--- config.mk ---
export PLATFORM = sky130hd
export DESIGN_NAME = scp_regs
export DESIGN_NICKNAME = d
export VERILOG_FILES = /design/src/scp_pkg.sv /design/src/scp_regs.sv
export SDC_FILE = /design/constraint.sdc
export NUM_CORES = 1
export LEC_CHECK = 0
export BUFFER_PORTS_ARGS = -buffer_cell sky130_fd_sc_hd__buf_2
export CAP_MARGIN = 20
export CELL_PAD_IN_SITES_DETAIL_PLACEMENT = 0
export CELL_PAD_IN_SITES_GLOBAL_PLACEMENT = 1
export CORE_UTILIZATION = 53
export CTS_CLUSTER_DIAMETER = 100
export DETAILED_ROUTE_END_ITERATION = 10
export GPL_TIMING_DRIVEN = 0
export PLACE_DENSITY_LB_ADDON = 0.08
export RECOVER_POWER = 50
export SYNTH_ARGS = -nofsm -noshare
export SYNTH_HDL_FRONTEND = slang
export SYNTH_SLANG_ARGS = --single-unit
--- constraint.sdc ---
create_clock -name CLK_SYS -period 4.8 [get_ports CLK_SYS]
set_input_delay 0.72 -clock CLK_SYS [delete_from_list [all_inputs] [get_ports CLK_SYS]]
set_output_delay 0.72 -clock CLK_SYS [all_outputs]
set_load 0.005 [all_outputs]
--- src/scp_pkg.sv ---
// Package for the serial configuration and power register bank
package scp_pkg;
   // -------------------------------------------------------------------
   // Register map
   // -------------------------------------------------------------------
   localparam int ADDR_W = 15;
   localparam logic [14:0] OFF_CFG_A = 15'h0000;
   localparam logic [14:0] OFF_CFG_B = 15'h0001;
   localparam logic [14:0] OFF_PWR = 15'h0002;
   localparam logic [14:0] OFF_CHAN_SEL = 15'h0008;
   // -------------------------------------------------------------------
   // Field positions
   // -------------------------------------------------------------------
   localparam int A_RST = 0;
   localparam int A_LSB = 1;
   localparam int A_ASC = 2;
   localparam int A_ASC_M = 5;
   localparam int A_LSB_M = 6;
   localparam int A_RST_M = 7;
   localparam int B_DP_RST = 1;
   // -------------------------------------------------------------------
   // Reset values and modes
   // -------------------------------------------------------------------
   localparam logic [7:0] CFG_A_RST = 8'h00;
   localparam logic [7:0] CFG_B_RST = 8'h00;
   localparam logic [1:0] PWR_RST = 2'h0;
   localparam logic [1:0] CHSEL_RST = 2'h3;
   localparam logic [1:0] PWR_NORMAL = 2'h0;
   localparam logic [1:0] PWR_STANDBY = 2'h2;
   localparam logic [1:0] PWR_DOWN = 2'h3;
   // -------------------------------------------------------------------
   // Timing
   // -------------------------------------------------------------------
   localparam int CLK_MHZ = 50;
   localparam int BOOT_MS = 5;
   localparam int BOOT_CYC = BOOT_MS * 1000 * CLK_MHZ;
   localparam int DP_RST_CYC = 1;
   typedef enum logic [1:0] {ST_IDLE, ST_INSTR, ST_DATA} scp_state_t;
endpackage

--- src/scp_regs.sv ---
// Serial register port with configuration, soft reset and power control
`timescale 1ns/1ps
module scp_regs import scp_pkg::*; #(
   parameter int BOOT_CYCLES = BOOT_CYC
) (
   // System
   input wire logic CLK_SYS,
   input wire logic RSTN,
   // Serial port
   input wire logic SCLK,
   input wire logic CSB_N,
   input wire logic SDIO_I,
   output logic SDIO_O,
   output logic SDIO_OE,
   // Datapath control per channel, and boot busy flag
   output logic [1:0] DP_CLK_EN,
   output logic [1:0] DP_RESET,
   output logic [1:0] LINK_EN,
   output logic BOOT_BUSY
);
   // -------------------------------------------------------------------
   // Pin synchronisers
   // -------------------------------------------------------------------
   logic [2:0] s1_q, s2_q, s1_d, s2_d;
   logic sclk_old_q, sclk_old_d;
   always_comb begin
      s1_d = {SCLK, CSB_N, SDIO_I};
      s2_d = s1_q;
      sclk_old_d = s2_q[2];
   end
   always_ff @(posedge CLK_SYS or negedge RSTN) begin
      if (!RSTN) begin
         s1_q <= 3'h3;
         s2_q <= 3'h3;
         sclk_old_q <= 1'b0;
      end else begin
         s1_q <= s1_d;
         s2_q <= s2_d;
         sclk_old_q <= sclk_old_d;
      end
   end
   wire sclk_s = s2_q[2];
   wire csn_s = s2_q[1];
   wire sdi_s = s2_q[0];
   wire rise = sclk_s & ~sclk_old_q;
   wire fall = ~sclk_s & sclk_old_q;

   // -------------------------------------------------------------------
   // Registers and serial engine
   // -------------------------------------------------------------------
   // Primary bits hold state; mirrors are derived so they never disagree
   logic lsb_q, lsb_d, asc_q, asc_d;
   logic [1:0] pwr_a_q, pwr_a_d, pwr_b_q, pwr_b_d, chsel_q, chsel_d;
   logic [1:0] dprst_q, dprst_d;
   scp_state_t st_q, st_d;
   logic [4:0] cnt_q, cnt_d;
   logic [15:0] sh_q, sh_d;
   logic rd_q, rd_d;
   logic [14:0] addr_q, addr_d;
   logic oe_q, oe_d, sdo_q, sdo_d;
   logic [31:0] boot_q, boot_d;
   logic [7:0] wbyte, rbyte;
   logic [15:0] nsh;

   function automatic logic [7:0] read_reg(input logic [14:0] a,
         input logic ls, input logic as, input logic [1:0] pa,
         input logic [1:0] pb, input logic [1:0] cs);
      read_reg = 8'h00;
      unique case (a)
         OFF_CFG_A: read_reg = {1'b0, ls, as, 2'b00, as, ls, 1'b0};
         // Only B selected reads B; A otherwise, both selected included
         OFF_PWR: read_reg = {6'h00, (cs == 2'b10) ? pb : pa};
         OFF_CHAN_SEL: read_reg = {6'h00, cs};
         default: read_reg = 8'h00;
      endcase
   endfunction

   always_comb begin
      st_d = st_q;
      cnt_d = cnt_q;
      sh_d = sh_q;
      rd_d = rd_q;
      addr_d = addr_q;
      oe_d = oe_q;
      sdo_d = sdo_q;
      lsb_d = lsb_q;
      asc_d = asc_q;
      pwr_a_d = pwr_a_q;
      pwr_b_d = pwr_b_q;
      chsel_d = chsel_q;
      dprst_d = 2'b00;
      boot_d = (boot_q != 32'd0) ? boot_q - 32'd1 : 32'd0;
      // Shift in; LSB-first fills from the top so the byte still lands
      nsh = lsb_q ? {sdi_s, sh_q[15:1]} : {sh_q[14:0], sdi_s};
      wbyte = 8'h00;
      rbyte = read_reg(addr_q, lsb_q, asc_q, pwr_a_q, pwr_b_q, chsel_q);
      if (csn_s || boot_q != 32'd0) begin
         // Port held idle while the boot loader runs
         st_d = ST_INSTR;
         cnt_d = 5'd0;
         oe_d = 1'b0;
      end else if (rise) begin
         sh_d = nsh;
         cnt_d = cnt_q + 5'd1;
         if (st_q != ST_DATA && cnt_q == 5'd15) begin
            // Instruction: R/W flag then 15-bit address
            // Either order leaves R/W on top and the address below it
            rd_d = nsh[15];
            addr_d = nsh[14:0];
            st_d = ST_DATA;
            cnt_d = 5'd0;
         end else if (st_q == ST_DATA && cnt_q == 5'd7) begin
            cnt_d = 5'd0;
            wbyte = lsb_q ? nsh[15:8] : nsh[7:0];
            if (!rd_q) begin
               unique case (addr_q)
                  OFF_CFG_A: begin
                     if (wbyte[A_RST] || wbyte[A_RST_M]) begin
                        lsb_d = 1'b0;
                        asc_d = 1'b0;
                        pwr_a_d = PWR_RST;
                        pwr_b_d = PWR_RST;
                        chsel_d = CHSEL_RST;
                        boot_d = 32'(BOOT_CYCLES);
                        st_d = ST_IDLE;
                     end else begin
                        lsb_d = wbyte[A_LSB] | wbyte[A_LSB_M];
                        asc_d = wbyte[A_ASC] | wbyte[A_ASC_M];
                     end
                  end
                  OFF_CFG_B: if (wbyte[B_DP_RST]) dprst_d = chsel_q;
                  OFF_PWR: begin
                     if (chsel_q[0]) pwr_a_d = wbyte[1:0];
                     if (chsel_q[1]) pwr_b_d = wbyte[1:0];
                  end
                  OFF_CHAN_SEL: chsel_d = wbyte[1:0];
                  default: ; // Unmapped writes are dropped
               endcase
            end
            addr_d = asc_q ? addr_q + 15'd1 : addr_q - 15'd1;
         end
      end else if (fall && st_q == ST_DATA && rd_q) begin
         oe_d = 1'b1;
         sdo_d = lsb_q ? rbyte[cnt_q[2:0]] : rbyte[3'd7 - cnt_q[2:0]];
      end
   end

   always_ff @(posedge CLK_SYS or negedge RSTN) begin
      if (!RSTN) begin
         st_q <= ST_IDLE;
         cnt_q <= 5'd0;
         sh_q <= 16'h0000;
         rd_q <= 1'b0;
         addr_q <= 15'h0000;
         oe_q <= 1'b0;
         sdo_q <= 1'b0;
         lsb_q <= CFG_A_RST[A_LSB];
         asc_q <= CFG_A_RST[A_ASC];
         pwr_a_q <= PWR_RST;
         pwr_b_q <= PWR_RST;
         chsel_q <= CHSEL_RST;
         dprst_q <= 2'b00;
         boot_q <= 32'd0;
      end else begin
         st_q <= st_d;
         cnt_q <= cnt_d;
         sh_q <= sh_d;
         rd_q <= rd_d;
         addr_q <= addr_d;
         oe_q <= oe_d;
         sdo_q <= sdo_d;
         lsb_q <= lsb_d;
         asc_q <= asc_d;
         pwr_a_q <= pwr_a_d;
         pwr_b_q <= pwr_b_d;
         chsel_q <= chsel_d;
         dprst_q <= dprst_d;
         boot_q <= boot_d;
      end
   end

   // -------------------------------------------------------------------
   // Power mode decode
   // -------------------------------------------------------------------
   logic [1:0] clk_en_q, clk_en_d, rst_q, rst_d, link_q, link_d;
   logic busy_q, busy_d;
   always_comb begin
      for (int c = 0; c < 2; c++) begin
         logic [1:0] m;
         m = (c == 0) ? pwr_a_q : pwr_b_q;
         clk_en_d[c] = (m == PWR_NORMAL);
         link_d[c] = (m != PWR_DOWN);
         rst_d[c] = (m == PWR_DOWN) | dprst_q[c] | (boot_q != 32'd0);
      end
      busy_d = (boot_q != 32'd0);
   end
   always_ff @(posedge CLK_SYS or negedge RSTN) begin
      if (!RSTN) begin
         clk_en_q <= 2'b11;
         rst_q <= 2'b00;
         link_q <= 2'b11;
         busy_q <= 1'b0;
      end else begin
         clk_en_q <= clk_en_d;
         rst_q <= rst_d;
         link_q <= link_d;
         busy_q <= busy_d;
      end
   end
   assign SDIO_O = sdo_q;
   assign SDIO_OE = oe_q;
   assign DP_CLK_EN = clk_en_q;
   assign DP_RESET = rst_q;
   assign LINK_EN = link_q;
   assign BOOT_BUSY = busy_q;
endmodule

# Word level (Yosys, flattened, before mapping)
# Index checks and enable logic that the tools add are counted.
dict set report classes {
  n_reduce_logical 28
  mul 0
  div 0
  add_sub_neg 5
  eq_ne 17
  order_cmp 2
  bitwise_logic 14
  shift 0
  muxes 49
}
# cell n
set op_table {}
lappend op_table {{$mux 32} 8}
lappend op_table {{$mux 15} 3}
lappend op_table {{$mux 2} 18}
lappend op_table {{$reduce_bool 32->1} 1}
lappend op_table {{$sub 32x1->32 const B} 1}
lappend op_table {{$pmux 7 s3} 1}
lappend op_table {{$mux 5} 4}
lappend op_table {{$mux 16} 1}
lappend op_table {{$reduce_and 8->1} 2}
lappend op_table {{$add 15x1->15 const B} 1}
lappend op_table {{$eq 15x1->1 const B} 1}
lappend op_table {{$eq 15x2->1 const B} 1}
lappend op_table {{$eq 15x4->1 const B} 1}
lappend op_table {{$logic_not 15->1} 1}
lappend op_table {{$sub 15x1->15 const B} 1}
lappend op_table {{$ne 2x2->1 const B} 6}
lappend op_table {{$pmux 2 s2} 3}
lappend op_table {{$reduce_bool 2->1} 5}
lappend op_table {{$reduce_and 3->1} 3}
lappend op_table {{$reduce_bool 3->1} 3}
lappend op_table {{$eq 2x2->1 const B} 4}
lappend op_table {{$lt 3x4->1 const B} 2}
lappend op_table {{$mux 1} 8}
lappend op_table {{$mux 8} 1}
lappend op_table {{other kinds (17)} 35}
dict set report totals {
  reg_bits 97
  out_inout_bits 9
  ramBits 0
  rom_bits 0
  n_memories 0
  latchBits 0
}

# Depth between registers and ports, before layout
# Gate-level depths: netlist of the first run.
dict set report depth {
  ltp_word 10
  depth_mapped 9
  ltp_nobuf 8
}

# Worst setup path after synthesis of the first run
# Ideal clock, no wire load.
dict set report synth_timing {
  path_kind {register -> register}
  from {register boot_q[26]}
  to {register rd_q}
  synth_period_minus_slack_ps 2268
  stages_incl_launch_ff 8
  required_time_ps 4671
  arrival_time_ps 2139
  slack_ps 2532
  n_path_buf 1
  cell_sequence {dfrtp_1 -> or3_1 -> or4_4 -> nor3_4 -> nand2_4 -> buf_2 -> o21ai_1 -> o31ai_2}
}
dict set report synth_via {
  elab_chain_len 4
}
# element line_no
set synth_rtl {}
lappend synth_rtl {{start, declared} scp_regs.sv:61} ;# logic [31:0] boot_q, boot_d;
lappend synth_rtl {{start signal, assigned} scp_regs.sv:178} ;# boot_q <= boot_d;
lappend synth_rtl {{$reduce_bool 32->1} scp_regs.sv:97} ;# if (csn_s || boot_q != 32'd0) begin
lappend synth_rtl {{$logic_or 1x1->1} scp_regs.sv:97}
lappend synth_rtl {{$not 1->1 (no source line)} -}
lappend synth_rtl {{$reduce_and 3->1 (no source line)} -}
lappend synth_rtl {{end signal, assigned} scp_regs.sv:168} ;# rd_q <= rd_d;
lappend synth_rtl {{end, declared} scp_regs.sv:58} ;# logic rd_q, rd_d;
# Every way passes these cells.
# A chain may end at the register's enable or synchronous reset.

# Worst setup path in the final report of the first run
dict set report layout_timing {
  from {register cnt_q[0]}
  to {register addr_q[12]}
}
dict set report layout_via {
  elab_chain_len 4
  elab_cells_between_ends 7
}
# element line_no
set layout_rtl {}
lappend layout_rtl {{start, declared} scp_regs.sv:56} ;# logic [4:0] cnt_q, cnt_d;
lappend layout_rtl {{start signal, assigned} scp_regs.sv:166} ;# cnt_q <= cnt_d;
lappend layout_rtl {{$eq 5x4->1 / $eq 5x3->1 (equally long branches)} {scp_regs.sv:105, scp_regs.sv:112}}
lappend layout_rtl {{$logic_and 1x1->1 (on tied branches)} {scp_regs.sv:105, scp_regs.sv:112}}
lappend layout_rtl {{$reduce_bool 2->1 (no source line)} -}
lappend layout_rtl {{$reduce_and 3->1 (no source line)} -}
lappend layout_rtl {{end signal, assigned} scp_regs.sv:169} ;# addr_q <= addr_d;
lappend layout_rtl {{end, declared} scp_regs.sv:59} ;# logic [14:0] addr_q, addr_d;
# Parallel ways exist; a longest one is shown, timed or not.

==> impl_metrics.py, run 1 <==
metrics = {
    "place": {
        "port_buffers": 13,
        "globalplace.congestion": 0.8988,
        "preCtsSetupSlack_ps": 1785,
        "hpwlAfterDp_um": 9514,
    },
    "sta": {
        "final_hold_viol_count": 0,
        "setup_tns_ps": 0,
        "fmax_mhz": 328.9,
        "min_period_over_period_pct": 63.35,
        "rsz0062_at_grt": "no",
        "worst_pin_slew_ps": 2727,
        "layout_min_cycle_time_ps": 3041,
        "finalSetupViolations": 0,
        "timing.final.ws_setup_ps": 1759,
        "maxSlewViolCount": 47,
        "fin_skew_ps": 12.48,
        "relSlewSlack_pct": -81.83,
    },
    "setup_path": {
        "worstReg2RegStart": "cnt_q[0]",
        "arrival_ps": 3300,
        "path_max_fanout": 10,
        "critPathKind": "flop to flop",
        "r2r_end": "addr_q[12]",
        "path_cells": "ha_1 -> and3_1 -> ha_1 -> nand2_1 -> and2_1 -> nor3_1 -> buf_2 -> buf_2 -> a21oi_1",
        "critical_path.top_delay_family": "simple AND/OR/NAND/NOR gates",
        "ff2ff_setup_slack_ps": 1760,
        "cp_slowest_stage_delay_ps": 530,
        "r2r_cells": 9,
        "required_ps": 5060,
        "worst_setup_path_start_kind": "flop",
        "critPathCaptureType": "flop",
        "worst-path-buf-inv": 2,
        "critPathSlowestCell": "dfrtp_1",
    },
    "clock_network": {
        "clock_latency_ps": 390,
        "cts_root_buf": "clkbuf_8",
        "clk_path_buf_depth": 2,
        "cts-htree-levels": 3,
        "cts_sinks": 97,
        "cts_setup_buffers": 0,
        "cts_inserted_buffers": 9,
        "cts_tree": "built",
        "holdBufCountCts": 0,
        "post_cts_resized": 0,
        "cts.reportedPaths.clkPinSlew_ps": 100,
    },
    "floorplanning": {
        "chipWidth_um": 102.2,
        "die_y_um": 102.2,
        "core_um2": 9729,
        "initial_core_util_pct": 54.67,
        "io_pins": 14,
        "rows": 36,
        "die_area_um2": 10440,
    },
    "logic_synthesis": {
        "synth_edf_count": 0,
        "synth-seq-cells": 97,
        "synth_cell_types": 64,
        "synth_area_um2": 5319,
        "synthFlopType": "dfrtp_1",
        "syn-num-nets": 593,
        "synth_warnings": 0,
        "yosysSeqAreaShare_pct": 45.87,
        "synth_top_area_share_pct": 40.93,
        "yosys.area.top_type": "dfrtp_1",
        "synth_area_leaders": "dfrtp_1 41%, dfstp_2 4.9%, nand2_1 4.8%",
        "syn_avg_cell_area_um2": 9.170,
        "ys_async_sr_fraction_pct": 100.0,
        "synth_cells": 580,
    },
    "detailed_routing": {
        "wl_per_cell_um": 17.50,
        "drtPass1Iterations": 5,
        "viasPerCell": 5.995,
        "drt_iter0_markers": 178,
        "antenna_left": 0,
        "via_count": 4454,
        "post-route-drc-count": 0,
        "drt-total-wl_um": 13000,
    },
    "run_status": {
        "outcome": "finished with violations",
        "violations": "max-capacitance violations, max-slew violations",
    },
    "layout": {
        "postLayoutCoreUtil_pct": 59.30,
        "layout_commonest_cell": "dfrtp_1",
        "areaGrowthSynthToFinish_pct": 8.469,
        "drive_gt1_share_pct": 12.95,
        "final_cell_mix": "87 x dfrtp_1, 68 x nand2_1, 55 x nor2_1, 44 x a21oi_1, 38 x o21ai_0",
        "diodes": 0,
        "nets": 618,
    },
    "global_routing": {
        "antenna_found_initial": 0,
        "overflow": 0,
        "grt_pass1_wl_um": 21250,
        "track_usage_pct": 26.97,
        "grt_start_max_net_pins": 52,
        "grt_pass1_vias": 4348,
    },
    "pwr": {
        "p_seq_share_pct": 57.3,
        "pwr-share-comb_pct": 7.8,
        "p_switching_uw": 385.2,
        "p_leak_nw": 2.619,
        "clkPwrFrac_pct": 34.9,
        "ir_drop_uv": 196.3,
        "power_density_nw_per_um2": 264.5,
        "intPower_mw": 1.141,
        "total_power_mw": 1.526,
        "p_sw_share_pct": 25.24,
    },
    "worst_hold_path": {
        "hold_path_startpoint": "s1_q[2]",
        "hp-class": "flop to flop",
        "min_path_cells": 0,
        "min_delay_worst_endpoint": "s2_q[2]",
    },
    "flow_run": {
        "drv_cap": 1,
    },
}
-- stage by stage --
| step | instances | hold slack (ps) | cell area (um2) |
|---|---|---|---|
| floorplan | 580 | 331.2 | 5319 |
| global placement | 726 | 334.2 | 5550 |
| detailed placement | 727 | 337.2 | 5580 |
| CTS | 743 | 357.7 | 5773 |
| global route | 743 | 362.7 | 5769 |
| finish | 743 | 355.4 | 5769 |
-- layer usage --
layer  global-route usage (%)  vias up  routed length [um]
met5                        0        -                   0
met4                    13.08        0                 438
met3                    6.156       35                 489
met2                    46.15      104                6461
met1                    32.06     2171                5610
li1                         -     2144                   -
-- cell type report --
type | count | area (um2)
plain buffers | 27 | 110.1
clock buffers | 14 | 182.7
clock inverters | 2 | 10.01
fillers | 880 | 3960
inverters | 14 | 52.55
multi-input cells | 442 | 2716
flip-flops and latches | 97 | 2440
well taps | 133 | 166.4
repair buffers | 14 | 91.34
-- worst max path at each step --
stage | cells after the start | startpoint | endpoint | slack (ps)
3_5_place_dp | 9 | cnt_q[0] | addr_q[11] | 1780
4_1_cts | 9 | cnt_q[0] | addr_q[11] | 1760
5_1_grt | 1 | RSTN | addr_q[10] | 1540
3_3_place_gp | 9 | cnt_q[0] | addr_q[3] | 1850
6_report | 9 | cnt_q[0] | addr_q[12] | 1760
2_1_floorplan | 7 | boot_q[26] | rd_q | 2530
-- worst reg2reg max path, cell delays in order, from the launching register on --
cell     delay [ps]
dfrtp_1         530
ha_1            260
and3_1          180
ha_1            190
nand2_1         330
and2_1          340
nor3_1          390
buf_2           330
buf_2           280
a21oi_1         100
-- state kept, by name, indices dropped and copies added (netlist names) --
register / cells
sclk_old_q: 1
BOOT_BUSY: 1
lsb_q: 1
SDIO_O: 1
pwr_a_q: 2
chsel_q: 2
sh_q: 16
s2_q: 3
st_q: 2
s1_q: 3
DP_RESET: 2
addr_q: 15
rd_q: 1
cnt_q: 5
DP_CLK_EN: 2
LINK_EN: 2
dprst_q: 2
pwr_b_q: 2
SDIO_OE: 1
boot_q: 32
asc_q: 1
-- Yosys cell counts, types with 3 or more instances --
| cell | number |
|---|---|
| nor4_1 | 17 |
| dfrtp_1 | 87 |
| nand4_1 | 5 |
| o31ai_1 | 3 |
| mux2_2 | 18 |
| buf_2 | 7 |
| or4_1 | 3 |
| nand3_1 | 20 |
| o21ai_0 | 38 |
| nand2_1 | 68 |
| nand3b_1 | 3 |
| dfstp_2 | 10 |
| nor2b_1 | 9 |
| nor3_1 | 19 |
| o211ai_1 | 3 |
| a31oi_1 | 4 |
| clkbuf_1 | 18 |
| o22ai_1 | 7 |
| o2bb2ai_1 | 3 |
| a21oi_1 | 44 |
| and2_1 | 5 |
| nor2_1 | 55 |
| ha_1 | 8 |
| nand2b_1 | 10 |
| a21o_1 | 5 |
| xnor2_1 | 15 |
| a211oi_1 | 4 |
| nor4b_1 | 3 |
| xor2_1 | 3 |
| mux2i_1 | 8 |
| inv_1 | 14 |
| and3_1 | 8 |
| or3_1 | 10 |
| o41ai_1 | 3 |
-- power by group through the flow --
stage	registers, mW	clock network (mW)	logic, mW
finish	0.875	0.533	0.119
global route	0.878	0.577	0.131
CTS	0.873	0.546	0.120
detailed placement	0.889	0	0.119
global placement	0.888	0	0.114
floorplan	0.880	0	0.0742
-- cell families (layout without fill, tap and decap cells) --
family	Yosys count	after routing	synth area share [%]
compound gates	134	134	15.22
xor+xnor	18	18	2.964
fa+ha+maj	8	8	1.882
buf+inv	41	71	3.058
flops	97	97	45.87
mux	26	26	5.316
simple gates	256	256	25.69
Power figures use the tool's default switching activity.
==> run 2: changes to the inputs <==
- ABC_AREA: not set -> 1
- CORE_UTILIZATION: 53 -> 43
- clock period: 4.8 -> 2.7 ns (I/O delays scaled with it)
==> run 2 against run 1 <==
  * The flow now finishes without violations
  * Synthesized cell count grew 28%
  * Global-route usage shrank 3.6 points
  * Register-to-register slack lost 1400 ps
  * Sequential power grew 79%
  * Routed wire length grew 11%
  * Largest power group unchanged
  * Sequential share of layout area shrank 3.4 points
  * Utilization shrank 10 points
  * Critical endpoint is now chsel_q[0]
  * Non-clock buffer count shrank 10
  * Sequential cell count is the same
  * Worst hold slack lost 220 ps
  * Via count grew 10%
==> impl_metrics.py, run 2 <==
metrics = {
    "sta": {
        "maxSlewViolCount": 0,
        "layout_min_cycle_time_ps": 2360,
        "setup_tns_ps": 0,
        "worst_pin_slew_ps": 1182,
        "fmax_mhz": 423.7,
        "relSlewSlack_pct": 21.20,
        "finalSetupViolations": 0,
        "fin_skew_ps": 8.438,
        "rsz0062_at_grt": "no",
        "final_hold_viol_count": 0,
        "min_period_over_period_pct": 87.42,
    },
    "layout": {
        "final_area_um2": 6275,
        "largest_register_ffs": 32,
        "drive_gt1_share_pct": 12.55,
        "diodes": 0,
        "top_regs": "boot_q x32, sh_q x16, addr_q x15",
        "areaGrowthSynthToFinish_pct": 10.37,
        "largest_register": "boot_q",
        "layout_commonest_cell": "nand2_1",
        "nets": 781,
        "final_cell_mix": "180 x nand2_1, 101 x nor2_1, 87 x dfrtp_1, 72 x inv_1, 52 x nand3_1",
    },
    "logic_synthesis": {
        "synth_warnings": 0,
        "synth_top_area_share_pct": 38.29,
        "yosys.area.top_type": "dfrtp_1",
        "yosysSeqAreaShare_pct": 42.91,
        "synth_edf_count": 0,
        "synth-seq-cells": 97,
        "syn-num-nets": 756,
        "syn_avg_cell_area_um2": 7.652,
        "ys_async_sr_fraction_pct": 100.0,
        "synth_area_leaders": "dfrtp_1 38%, nand2_1 12%, nor2_1 6.7%",
        "synth_common_cells": "180 x nand2_1, 101 x nor2_1, 87 x dfrtp_1",
        "synth_cell_types": 47,
        "synthFlopType": "dfrtp_1",
        "synth_area_um2": 5685,
        "synth_cells": 743,
        "synth_most_common_cell": "nand2_1",
    },
    "worst_hold_path": {
        "hp-class": "input port to flop",
    },
    "floorplanning": {
        "core_um2": 12770,
        "die_y_um": 117.0,
        "chipWidth_um": 117.0,
        "initial_core_util_pct": 44.51,
        "die_area_um2": 13690,
        "rows": 41,
        "io_pins": 14,
    },
    "setup_path": {
        "worst_setup_path_start_kind": "flop",
        "critPathCaptureType": "flop",
        "arrival_ps": 2640,
        "required_ps": 2980,
        "path_max_fanout": 7,
        "critPathKind": "flop to flop",
    },
    "pwr": {
        "power_density_nw_per_um2": 499.4,
        "p_leak_nw": 3.268,
        "ir_drop_uv": 225.2,
    },
    "clock_network": {
        "cts_root_buf": "clkbuf_16",
        "cts_sinks": 97,
        "clock_latency_ps": 360,
        "cts_tree": "built",
        "cts_inserted_buffers": 9,
        "cts-htree-levels": 3,
        "clk_path_buf_depth": 2,
        "cts_setup_buffers": 0,
        "post_cts_resized": 0,
        "holdBufCountCts": 0,
        "cts.reportedPaths.clkPinSlew_ps": 70,
    },
    "detailed_routing": {
        "antenna_left": 0,
        "drtPass1Iterations": 5,
        "drt_iter0_markers": 291,
        "viasPerCell": 5.199,
        "post-route-drc-count": 0,
        "wl_per_cell_um": 15.28,
        "drt-total-wl_um": 14440,
        "via_count": 4913,
    },
    "global_routing": {
        "grt_start_max_net_pins": 55,
        "grt_util_met1_pct": 32.25,
        "grt.busiest_layer": "met2",
        "use_met3_pct": 3.193,
        "grt_pass1_wl_um": 23960,
        "track_usage_pct": 23.35,
        "grtUsageMet2_pct": 36.25,
        "grt_pass1_vias": 4733,
        "overflow": 0,
        "antenna_found_initial": 0,
    },
    "place": {
        "port_buffers": 13,
        "placed_area_um2": 5996,
        "hpwlAfterDp_um": 11050,
        "globalplace.congestion": 0.8439,
    },
    "flow_run": {
        "drv_cap": 0,
    },
    "run_status": {
        "outcome": "completed",
    },
}
## run 2: kinds of logic after synthesis
kind of cell             count (synthesis)  share of synthesized area, %
multiplexers                             3                        0.5282
flip-flops                              97                         42.91
AO/OA/AOI/OAI                          111                         10.92
buffers and inverters                   96                         6.690
XOR/XNOR                                24                         3.697
AND/OR/NAND/NOR                        404                         33.49
adder cells (fa/ha/maj)                  8                         1.761
## run 2: power by group
part / internal (mW) / switching, mW / leakage, nW
combinational: 0.100 / 0.214 / 1.83
sequential: 1.52 / 0.0476 / 1.30
clock: 0.652 / 0.601 / 0.135
## run 2: through the flow
stage | power, mW | setup WS (ps) | cells | util, % | hold slack (ps)
floorplan | 1.792 | 865.4 | 743 | - | 109.4
global placement | 1.919 | 201.6 | 928 | 46.70 | 336.5
detailed placement | 1.931 | 349.8 | 929 | 46.94 | 344.0
CTS | 3.190 | 337.6 | 945 | 49.14 | 61.42
global route | 3.288 | 145.9 | 945 | 49.12 | 132.1
finish | 3.134 | 339.6 | 945 | 49.12 | 139.9
## run 2: final timing paths
check                          from    endpoint  slack, ps  depth (start not counted)
max                        cnt_q[1]  chsel_q[0]        340                         11
min                          SDIO_I     s1_q[0]        140                          1
max reg2reg                cnt_q[1]  chsel_q[0]        340                         11
min reg2reg                 s1_q[0]     s2_q[0]        360                          0
max in group asynchronous      RSTN  chsel_q[0]       1560                          2
min in group asynchronous      RSTN  dprst_q[0]        270                          1
## run 2: layer usage
metal  wire length (um)  up-vias  part of all wire (%)
met5                  0        -                     0
met4                448        0                   3.1
met3                319       29                   2.2
met2               6279       72                    43
met1               7390     2345                    51
li1                   -     2467                     -
## run 2: layout make-up
class | instances | area (um2)
buffer | 17 | 83.83
clock buffer | 10 | 239.0
clock inverter | 6 | 42.54
fill | 1304 | 6499
inverter | 79 | 296.5
multi-input combinational | 550 | 2865
sequential | 97 | 2440
tap | 172 | 215.2
timing repair buffer | 14 | 92.59
## run 2: critical path: stages, from the launching register on
cell and delay (ps):
dfrtp_1 420, ha_1 230, nand2_2 120, nor2_1 50
ha_1 170, nand2_1 260, inv_1 240, nor2_1 260
nand2_1 100, nor3_2 260, nand2_1 80, o21ai_0 90
